File: src/include/sbs_defs.vh
// constants for the bank select and subtract-with-borrow block
`ifndef SBS_DEFS_VH
`define SBS_DEFS_VH

// register byte offsets on the avalon slave
`define SBS_OFF_CTRL       12'h000
`define SBS_OFF_INSN       12'h004
`define SBS_OFF_FLAGS      12'h008
`define SBS_OFF_WRBASE     12'h00C
`define SBS_OFF_STATUS     12'h010
`define SBS_RF_BASE_HI     2'h1

// control register bit positions
`define SBS_CTRL_GO        0
`define SBS_CTRL_CLR_DONE  1
`define SBS_CTRL_CLR_ILL   2

// status register bit positions
`define SBS_STAT_BUSY      0
`define SBS_STAT_DONE      1
`define SBS_STAT_ILL       2

// flag register bit positions
`define SBS_FLAG_C         7
`define SBS_FLAG_Z         6
`define SBS_FLAG_S         5
`define SBS_FLAG_V         4
`define SBS_FLAG_D         3
`define SBS_FLAG_H         2
`define SBS_FLAG_BANK      0

// reset values
`define SBS_RST_FLAGS      8'h00
`define SBS_RST_WRBASE     8'h00
`define SBS_RST_INSN       24'h000000

// opcodes
`define SBS_SELECT_BANK_ZERO_OP    8'h4F
`define SBS_SELECT_BANK_ONE_OP     8'h5F
`define SBS_SUB_BORROW_OP_WR_WR    8'h32
`define SBS_SUB_BORROW_OP_WR_IWR   8'h33
`define SBS_SUB_BORROW_OP_R_R      8'h34
`define SBS_SUB_BORROW_OP_R_IR     8'h35
`define SBS_SUB_BORROW_OP_R_IM     8'h36

// execution time in core cycles
`define SBS_CYC_BANK       3'h4
`define SBS_CYC_SHORT      3'h4
`define SBS_CYC_LONG       3'h6

`endif

File: src/hw/sbs_sub_alu.v
// eight-bit subtract with borrow and its flag results
`timescale 1ns/1ns
module sbs_sub_alu (
  // operands
  input  wire [7:0] dst_val,
  input  wire [7:0] src_val,
  input  wire       borrow_in,
  // results
  output wire [7:0] result,
  output wire       flag_c,
  output wire       flag_z,
  output wire       flag_s,
  output wire       flag_v,
  output wire       flag_h
);

  wire [8:0] diff9;
  wire [4:0] diff5;

  // carry in acts as a borrow so multi-byte chains work
  assign diff9  = {1'b0, dst_val} - {1'b0, src_val} - {8'h00, borrow_in};
  assign diff5  = {1'b0, dst_val[3:0]} - {1'b0, src_val[3:0]} - {4'h0, borrow_in};
  assign result = diff9[7:0];

  assign flag_c = diff9[8];
  assign flag_z = (diff9[7:0] == 8'h00);
  assign flag_s = diff9[7];
  assign flag_v = (dst_val[7] ^ src_val[7]) & (diff9[7] == src_val[7]);
  assign flag_h = diff5[4];

endmodule // sbs_sub_alu

File: src/hw/sbs_regfile.v
// byte register file with two asynchronous read ports and one write port
`timescale 1ns/1ns
module sbs_regfile #(
  parameter AW = 8
) (
  // clock
  input  wire          mclk,
  // write port
  input  wire          wr_en,
  input  wire [AW-1:0] wr_addr,
  input  wire [7:0]    wr_data,
  // read ports
  input  wire [AW-1:0] rd_a_addr,
  output wire [7:0]    rd_a_data,
  input  wire [AW-1:0] rd_b_addr,
  output wire [7:0]    rd_b_data
);

  reg [7:0] mem [0:(1<<AW)-1];

  always @(posedge mclk) begin
    if (wr_en) begin
      mem[wr_addr] <= wr_data;
    end
  end

  assign rd_a_data = mem[rd_a_addr];
  assign rd_b_data = mem[rd_b_addr];

endmodule // sbs_regfile

File: src/hw/sbs_core.v
// bank select and subtract-with-borrow execution unit with avalon register slave
//
// Behaviour
// - bank zero opcode clears flag bit 0, 4 cycles
// - bank one opcode sets flag bit 0, 4 cycles
// - destination minus source minus carry, stored back
// - source location is never written
// - carry in serves as the borrow
// - carry set on borrow, cleared otherwise
// - zero on zero result, sign from bit 7
// - overflow on opposite signs, result follows source
// - decimal flag forced one, half flag means borrow
`timescale 1ns/1ns
`include "sbs_defs.vh"
module sbs_core (
  // clock and reset
  input  wire        mclk,
  input  wire        srst,
  // avalon-mm slave
  input  wire [11:0] avs_address,
  input  wire        avs_read,
  input  wire        avs_write,
  input  wire [31:0] avs_writedata,
  input  wire [3:0]  avs_byteenable,
  output wire [31:0] avs_readdata,
  output wire        avs_waitrequest,
  // core state
  output wire [7:0]  flags,
  output wire        busy
);

  localparam ST_IDLE = 4'b0001;
  localparam ST_ADDR = 4'b0010;
  localparam ST_OPND = 4'b0100;
  localparam ST_EXEC = 4'b1000;

  // cycle count of an opcode, zero when the opcode is not handled
  function [2:0] op_cycles;
    input [7:0] op;
    begin
      case (op)
        `SBS_SELECT_BANK_ZERO_OP:  op_cycles = `SBS_CYC_BANK;
        `SBS_SELECT_BANK_ONE_OP:   op_cycles = `SBS_CYC_BANK;
        `SBS_SUB_BORROW_OP_WR_WR:  op_cycles = `SBS_CYC_SHORT;
        `SBS_SUB_BORROW_OP_WR_IWR: op_cycles = `SBS_CYC_LONG;
        `SBS_SUB_BORROW_OP_R_R:    op_cycles = `SBS_CYC_LONG;
        `SBS_SUB_BORROW_OP_R_IR:   op_cycles = `SBS_CYC_LONG;
        `SBS_SUB_BORROW_OP_R_IM:   op_cycles = `SBS_CYC_LONG;
        default:                   op_cycles = 3'h0;
      endcase
    end
  endfunction

  // working register nibble to full register address
  function [7:0] wr_addr;
    input [7:0] base;
    input [3:0] n;
    begin
      wr_addr = {base[7:4], n};
    end
  endfunction

  // state
  reg  [3:0]  st_q;
  reg  [2:0]  cnt_q;
  reg  [2:0]  ncyc_q;
  reg  [7:0]  flags_q;
  reg  [7:0]  wrbase_q;
  reg  [23:0] insn_q;
  reg  [7:0]  src_addr_q;
  reg  [7:0]  dst_addr_q;
  reg  [7:0]  src_val_q;
  reg  [7:0]  dst_val_q;
  reg  [7:0]  result_q;
  reg         done_q;
  reg         ill_q;
  reg         ack_q;
  reg  [31:0] rdata_q;

  // decode helpers
  wire [7:0]  op_w;
  wire [7:0]  b1_w;
  wire [7:0]  b2_w;
  wire [2:0]  go_cyc;
  wire        is_sub;
  wire        busy_w;

  assign op_w   = insn_q[7:0];
  assign b1_w   = insn_q[15:8];
  assign b2_w   = insn_q[23:16];
  assign go_cyc = op_cycles(op_w);
  assign is_sub = (op_w != `SBS_SELECT_BANK_ZERO_OP) && (op_w != `SBS_SELECT_BANK_ONE_OP);
  assign busy_w = (st_q != ST_IDLE);

  // bus decode
  wire        req;
  wire        sel_ctrl;
  wire        sel_insn;
  wire        sel_flags;
  wire        sel_wrbase;
  wire        sel_status;
  wire        sel_rf;
  wire        blocked;
  wire        ack_d;
  wire        take;
  wire        wr_take;

  assign req        = avs_read | avs_write;
  assign sel_ctrl   = (avs_address == `SBS_OFF_CTRL);
  assign sel_insn   = (avs_address == `SBS_OFF_INSN);
  assign sel_flags  = (avs_address == `SBS_OFF_FLAGS);
  assign sel_wrbase = (avs_address == `SBS_OFF_WRBASE);
  assign sel_status = (avs_address == `SBS_OFF_STATUS);
  assign sel_rf     = (avs_address[11:10] == `SBS_RF_BASE_HI) && (avs_address[1:0] == 2'h0);
  // while an instruction runs only control and status can be reached
  assign blocked    = busy_w & ~(sel_ctrl | sel_status);
  assign ack_d      = req & ~ack_q & ~blocked;
  assign take       = req & ack_q;
  assign wr_take    = take & avs_write;

  assign avs_waitrequest = req & ~ack_q;
  assign avs_readdata    = rdata_q;
  assign flags           = flags_q;
  assign busy            = busy_w;

  // register file hookup
  wire        exec_last;
  wire        exec_wr;
  wire        rf_we;
  wire [7:0]  rf_waddr;
  wire [7:0]  rf_wdata;
  wire [7:0]  rd_a_addr;
  wire [7:0]  rd_a_data;
  wire [7:0]  rd_b_data;
  wire [7:0]  ptr_addr;
  wire [7:0]  alu_res;
  wire        alu_c;
  wire        alu_z;
  wire        alu_s;
  wire        alu_v;
  wire        alu_h;

  assign exec_last = (st_q == ST_EXEC) && (cnt_q == ncyc_q);
  assign exec_wr   = exec_last & is_sub;
  // only the destination address is ever written by execution
  assign rf_we     = exec_wr | (wr_take & sel_rf & avs_byteenable[0]);
  assign rf_waddr  = exec_wr ? dst_addr_q : avs_address[9:2];
  assign rf_wdata  = exec_wr ? alu_res : avs_writedata[7:0];
  // pointer fetch for the indirect source forms
  assign ptr_addr  = (op_w == `SBS_SUB_BORROW_OP_WR_IWR) ? wr_addr(wrbase_q, b1_w[3:0]) : b1_w;
  assign rd_a_addr = (st_q == ST_ADDR) ? ptr_addr :
                     (st_q == ST_OPND) ? src_addr_q : avs_address[9:2];

  sbs_regfile #(
    .AW (8)
  ) u_rf (
    .mclk      (mclk),
    .wr_en     (rf_we),
    .wr_addr   (rf_waddr),
    .wr_data   (rf_wdata),
    .rd_a_addr (rd_a_addr),
    .rd_a_data (rd_a_data),
    .rd_b_addr (dst_addr_q),
    .rd_b_data (rd_b_data)
  );

  sbs_sub_alu u_alu (
    .dst_val   (dst_val_q),
    .src_val   (src_val_q),
    .borrow_in (flags_q[`SBS_FLAG_C]),
    .result    (alu_res),
    .flag_c    (alu_c),
    .flag_z    (alu_z),
    .flag_s    (alu_s),
    .flag_v    (alu_v),
    .flag_h    (alu_h)
  );

  // read data mux
  reg  [31:0] rd_mux;

  always @* begin
    rd_mux = 32'h00000000;
    if (sel_ctrl | sel_status) begin
      rd_mux[`SBS_STAT_BUSY] = busy_w;
      rd_mux[`SBS_STAT_DONE] = done_q;
      rd_mux[`SBS_STAT_ILL]  = ill_q;
      if (sel_status) begin
        rd_mux[15:8] = result_q;
      end
    end else if (sel_insn) begin
      rd_mux[23:0] = insn_q;
    end else if (sel_flags) begin
      rd_mux[7:0] = flags_q;
    end else if (sel_wrbase) begin
      rd_mux[7:0] = wrbase_q;
    end else if (sel_rf) begin
      rd_mux[7:0] = rd_a_data;
    end
  end

  // go, clear and sticky events
  wire        go;
  wire        clr_done;
  wire        clr_ill;

  assign go       = wr_take & sel_ctrl & avs_byteenable[0] & avs_writedata[`SBS_CTRL_GO] & ~busy_w;
  assign clr_done = wr_take & sel_ctrl & avs_byteenable[0] & avs_writedata[`SBS_CTRL_CLR_DONE];
  assign clr_ill  = wr_take & sel_ctrl & avs_byteenable[0] & avs_writedata[`SBS_CTRL_CLR_ILL];

  // bus side registers
  always @(posedge mclk) begin
    if (srst) begin
      ack_q    <= 1'b0;
      rdata_q  <= 32'h00000000;
      insn_q   <= `SBS_RST_INSN;
      wrbase_q <= `SBS_RST_WRBASE;
    end else begin
      ack_q <= ack_d;
      if (ack_d & avs_read) begin
        rdata_q <= rd_mux;
      end
      if (wr_take & sel_insn) begin
        if (avs_byteenable[0]) begin
          insn_q[7:0] <= avs_writedata[7:0];
        end
        if (avs_byteenable[1]) begin
          insn_q[15:8] <= avs_writedata[15:8];
        end
        if (avs_byteenable[2]) begin
          insn_q[23:16] <= avs_writedata[23:16];
        end
      end
      if (wr_take & sel_wrbase & avs_byteenable[0]) begin
        wrbase_q <= avs_writedata[7:0];
      end
    end
  end

  // sticky status, a set in the same cycle as its clear wins
  always @(posedge mclk) begin
    if (srst) begin
      done_q <= 1'b0;
      ill_q  <= 1'b0;
    end else begin
      if (exec_last) begin
        done_q <= 1'b1;
      end else if (clr_done) begin
        done_q <= 1'b0;
      end
      if (go && (go_cyc == 3'h0)) begin
        ill_q <= 1'b1;
      end else if (clr_ill) begin
        ill_q <= 1'b0;
      end
    end
  end

  // instruction sequencer
  always @(posedge mclk) begin
    if (srst) begin
      st_q       <= ST_IDLE;
      cnt_q      <= 3'h0;
      ncyc_q     <= 3'h0;
      src_addr_q <= 8'h00;
      dst_addr_q <= 8'h00;
      src_val_q  <= 8'h00;
      dst_val_q  <= 8'h00;
      result_q   <= 8'h00;
      flags_q    <= `SBS_RST_FLAGS;
    end else begin
      if (st_q != ST_IDLE) begin
        cnt_q <= cnt_q + 3'h1;
      end
      case (st_q)
        ST_IDLE: begin
          if (go && (go_cyc != 3'h0)) begin
            st_q   <= ST_ADDR;
            cnt_q  <= 3'h1;
            ncyc_q <= go_cyc;
          end else if (wr_take & sel_flags & avs_byteenable[0]) begin
            flags_q <= avs_writedata[7:0];
          end
        end
        ST_ADDR: begin
          st_q <= ST_OPND;
          case (op_w)
            `SBS_SUB_BORROW_OP_WR_WR: begin
              dst_addr_q <= wr_addr(wrbase_q, b1_w[7:4]);
              src_addr_q <= wr_addr(wrbase_q, b1_w[3:0]);
            end
            `SBS_SUB_BORROW_OP_WR_IWR: begin
              dst_addr_q <= wr_addr(wrbase_q, b1_w[7:4]);
              src_addr_q <= rd_a_data;
            end
            `SBS_SUB_BORROW_OP_R_R: begin
              src_addr_q <= b1_w;
              dst_addr_q <= b2_w;
            end
            `SBS_SUB_BORROW_OP_R_IR: begin
              src_addr_q <= rd_a_data;
              dst_addr_q <= b2_w;
            end
            `SBS_SUB_BORROW_OP_R_IM: begin
              dst_addr_q <= b1_w;
              src_addr_q <= 8'h00;
            end
            default: begin
              src_addr_q <= src_addr_q;
            end
          endcase
        end
        ST_OPND: begin
          st_q      <= ST_EXEC;
          dst_val_q <= rd_b_data;
          src_val_q <= (op_w == `SBS_SUB_BORROW_OP_R_IM) ? b2_w : rd_a_data;
        end
        ST_EXEC: begin
          if (exec_last) begin
            st_q <= ST_IDLE;
            if (op_w == `SBS_SELECT_BANK_ZERO_OP) begin
              flags_q[`SBS_FLAG_BANK] <= 1'b0;
            end else if (op_w == `SBS_SELECT_BANK_ONE_OP) begin
              flags_q[`SBS_FLAG_BANK] <= 1'b1;
            end else begin
              result_q             <= alu_res;
              flags_q[`SBS_FLAG_C] <= alu_c;
              flags_q[`SBS_FLAG_Z] <= alu_z;
              flags_q[`SBS_FLAG_S] <= alu_s;
              flags_q[`SBS_FLAG_V] <= alu_v;
              flags_q[`SBS_FLAG_D] <= 1'b1;
              flags_q[`SBS_FLAG_H] <= alu_h;
            end
          end
        end
        default: begin
          st_q <= ST_IDLE;
        end
      endcase
    end
  end

endmodule // sbs_core

File: config.mk
export PLATFORM = sky130hd
export DESIGN_NAME = sbs_core
export DESIGN_NICKNAME = d
export VERILOG_FILES = /design/src/hw/sbs_sub_alu.v /design/src/hw/sbs_regfile.v /design/src/hw/sbs_core.v
export VERILOG_INCLUDE_DIRS = /design/src /design/src/include
export SDC_FILE = /design/constraint.sdc
export NUM_CORES = 2
export LEC_CHECK = 0
export BUFFER_PORTS_ARGS = -buffer_cell sky130_fd_sc_hd__buf_2
export CAP_MARGIN = 20
export CELL_PAD_IN_SITES_DETAIL_PLACEMENT = 1
export CELL_PAD_IN_SITES_GLOBAL_PLACEMENT = 2
export CORE_ASPECT_RATIO = 1.75
export CORE_MARGIN = 4
export CORE_UTILIZATION = 50
export CTS_CLUSTER_DIAMETER = 30
export DETAILED_ROUTE_END_ITERATION = 6
export PLACE_DENSITY = 0.86
export SLEW_MARGIN = 20
export SYNTH_ARGS = -nofsm -noshare
export SYNTH_HDL_FRONTEND = slang
export SYNTH_SLANG_ARGS = --single-unit
File: constraint.sdc
create_clock -name mclk -period 20.8 [get_ports mclk]
set_input_delay 2.08 -clock mclk [delete_from_list [all_inputs] [get_ports mclk]]
set_output_delay 2.08 -clock mclk [all_outputs]
set_load 0.005 [all_outputs]
==> metrics.md <==
| Metric | Value |
|---|---|
| Run status | `finished with violations` |
| Failing checks | `DRC` |
| Total negative slack for setup checks | `0 ps` |
| Worst setup EP type | `flip-flop` |
| Fmax | `117 MHz` |
| Synthesized area | `103000 um^2` |
| Slew Limit Headroom | `7.04%` |
| Die height | `610 um` |
| Int Power | `8.07 mW` |
| Vias/cell | `7.43` |
| H-tree levels | `5` |
| Most frequent CP cell | `buf_12` |
| Worst hold path class | `flip-flop to flip-flop` |
| Wirelength, routed | `430000 um` |
| Layout Cells excl Fill | `10.2k` |
| Crit path max-delay cell type | `nor4_1` |
| Global Route Usage Sum | `40.0%` |
| Tcrit/Tclk final | `41.0%` |
| DIE WIDTH | `352 um` |
| Sequential share of power | `44.9%` |
| Worst slew pin tran | `1380 ps` |
| PnR Total Power | `10.6 mW` |
| Dpl cells | `9579` |
| Dpl hpwl | `271000 um` |
| Initial DRT Pass Iterations | `7` |
| Area of the core | `206000 um^2` |
| Io pins | `94` |
| Post-DR wirelength/cell | `42.2 um` |
| Min Clock Period, post-route | `8530 ps` |
| Avg Inst Size Synth | `14.2 um^2` |
| Vias | `75.6k` |
| Leakage | `36.9 nW` |
| Drt first-iter violations | `10.1k` |
| Part of the power in combinational logic | `5.1%` |
| Post-cts resize count | `0` |
| Crit-path cells | `buf_2 > nor2b_1 > o21a_4 > nor3_2 > buf_12 > buf_4 > buf_12 > buf_12 > mux2i_1 > a32oi_1 > a31oi_1 > nor4_1 > nor4_1 > mux2_2 > o211ai_1 > o211a_1` |
| Root buf cell | `clkbuf_16` |
| GRT Residual Overflow | `0` |
| CTS tree | `yes` |
| Hold_buf cts | `0` |
| Largest net degree at the start of global routing | `193` |
| Standard-cell rows | `220` |
| Kind of critical path | `primary input to flip-flop` |
| EDFF count, synth | `2048` |
| Vias in the first global route | `76.6k` |
| Die area | `215000 um^2` |
| Share of post-route cells with drive strength above 1 | `21.4%` |
| First-pass GRT wire length | `597000 um` |
| Switching Share | `24.0%` |
| Cells after synthesis | `7273` |
| Flops & latches, synth | `2164` |
| Post-synth top flop | `edfxtp_1` |
| Net Switching | `2.55 mW` |
| Crit-path max cell delay | `1090 ps` |
| Nets | `7305` |
| Clock skew | `49.6 ps` |
| Register area share after synthesis | `61.7%` |
| Maximum VDD drop | `66.0 uV` |
| RSZ-0062 raised after global routing | `no` |
| Clk pin slew, worst setup/hold paths | `50 ps` |
| Area growth from synthesis to layout | `13.4%` |
| Worst skew pair latency | `890 ps` |
| Max cap viols | `0` |
| Synth cell types | `82` |
| Clk buf depth | `4` |
| # clock sinks | `2164` |
| Worst EP arrival | `9290 ps` |
| Synth Warn # | `0` |
| Number of remaining DRC errors | `6` |
| Final hold violations | `0` |
| GPL Wtd Cong | `0.968` |
| CP delay by family, top | `buffers and inverters` |
| Startpoint types | `primary input` |
| Postcts setup bufs | `0` |
| CP required | `21560 ps` |
| PortBufs | `76` |
| Initial antenna violation count | `52` |
| Final Setup Violations | `0` |
| Num CTS Buffers | `304` |
| Post-route ant nets | `0` |
| Pwr Density | `90.5 nW/um^2` |
| Clock power frac | `50.0%` |
| Asr flop ratio synth | `0%` |
| WP buf/inv | `5` |
| CP Max Fanout | `166` |
| Initial Util | `50.3%` |
| Fin. max-slew vios | `0` |
-- synthesized netlist by cell type, drive strengths merged, types with 9 or more instances --
master / number / area (um^2)
a211oi: 186 / 1400
a21oi: 67 / 335
a221oi: 18 / 158
a311oi: 19 / 166
a31oi: 160 / 1000
a32oi: 191 / 1670
and3: 16 / 100
buf: 264 / 1270
clkbuf: 362 / 1360
dfxtp: 116 / 2320
edfxtp: 2048 / 61500
ha: 15 / 188
inv: 32 / 120
mux2: 12 / 139
mux2i: 255 / 2550
mux4: 698 / 15700
nand2: 1339 / 5030
nand2b: 18 / 113
nand3: 427 / 2140
nand3b: 11 / 82.6
nand4: 54 / 338
nor2: 385 / 1460
nor3: 34 / 170
nor4: 96 / 601
o211a: 10 / 100
o211ai: 10 / 75.1
o21ai: 87 / 447
o221ai: 9 / 78.8
o22a: 9 / 78.8
o22ai: 9 / 56.3
o31a: 176 / 1540
o31ai: 16 / 120
or2: 12 / 75.1
xor2: 9 / 78.8
-- per-stage QoR --
stage	setup slack (ps)	cell area (um^2)	hold WS, ps	utilization, %
floorplan	11390	104000	436	-
global placement	11840	107000	436	51.8
detailed placement	11710	107000	446	51.8
CTS	12600	117000	461	56.8
global route	12280	117000	472	57.0
finish	12270	117000	459	57.0
-- per-layer routing --
layer	track usage (%)	vias to the layer above	wire [um]
met5	0	-	113
met4	43.0	18	58800
met3	12.0	1994	44600
met2	61.5	5866	200000
met1	41.6	38700	126000
li1	-	29000	-
-- power groups by stage --
stage          logic [mW]  registers [mW]  clock network (mW)
5_1_grt             0.553            4.76                5.50
6_report            0.547            4.77                5.31
2_1_floorplan       0.266            4.87                   0
3_5_place_dp        0.503            4.86                   0
4_1_cts             0.508            4.77                5.30
3_3_place_gp        0.489            4.86                   0
-- final timing paths --
kind	startpoint	endpoint	slack, ps	cells past startpoint
hold reg to reg	avs_readdata[20]	avs_readdata[20]	460	2
setup reg to reg	st_q[2]	src_val_q[3]	12640	18
setup / recovery	avs_address[3]	src_val_q[3]	12270	16
hold / removal	avs_readdata[20]	avs_readdata[20]	460	2
-- sequential cells by signal, indices dropped and copies added, names as in the netlist --
register / count
ack_q: 1
avs_readdata: 24
cnt_q: 3
done_q: 1
dst_addr_q: 8
dst_val_q: 8
flags: 8
ill_q: 1
insn_q: 24
ncyc_q: 2
result_q: 8
src_addr_q: 8
src_val_q: 8
st_q: 4
u_rf.mem: 2048
wrbase_q: 8
-- cell usage in the layout, fill, tap and decap left out, types with 32 or more instances in the layout --
master	instances
nand3_1	425
nor4_1	76
clkbuf_16	315
mux2i_1	253
dfxtp_1	110
buf_4	174
o31a_1	176
nor2_1	362
edfxtp_1	2048
o21ai_0	78
inv_6	47
a31oi_1	153
nor3_1	32
diode_2	40
a21oi_1	67
a32oi_1	191
nand2_1	1319
inv_1	32
buf_2	76
nand4_1	54
a211oi_1	185
mux4_2	698
-- worst register-to-register path, delay by kind of cell (launching register included) --
kind / cells / cell delay (ps)
buffers and inverters: 7 / 3210
and+or+nand+nor: 4 / 1750
AOI/OAI and AO/OA: 5 / 1260
muxes: 2 / 1000
DFF: 1 / 840
-- final cells by class --
class	count	area (um^2)
repair buffers	276	2130
well taps	2664	3330
clock inverters	208	2300
fillers	19000	88300
clock buffers	333	7960
diodes	40	100
multi-input cells	4458	37500
inverters	32	120
flip-flops and latches	2164	63800
-- kinds of logic after synthesis --
family / share of synthesized area (%)
and+or+nand+nor: 10.0
xor gates and xnor gates: 0.135
DFF: 61.7
adders and majority gates: 0.220
other: 0.00362
AOI/OAI and AO/OA: 7.48
buffers and inverters: 2.65
muxes: 17.8
(Power assumes the default switching activity.)
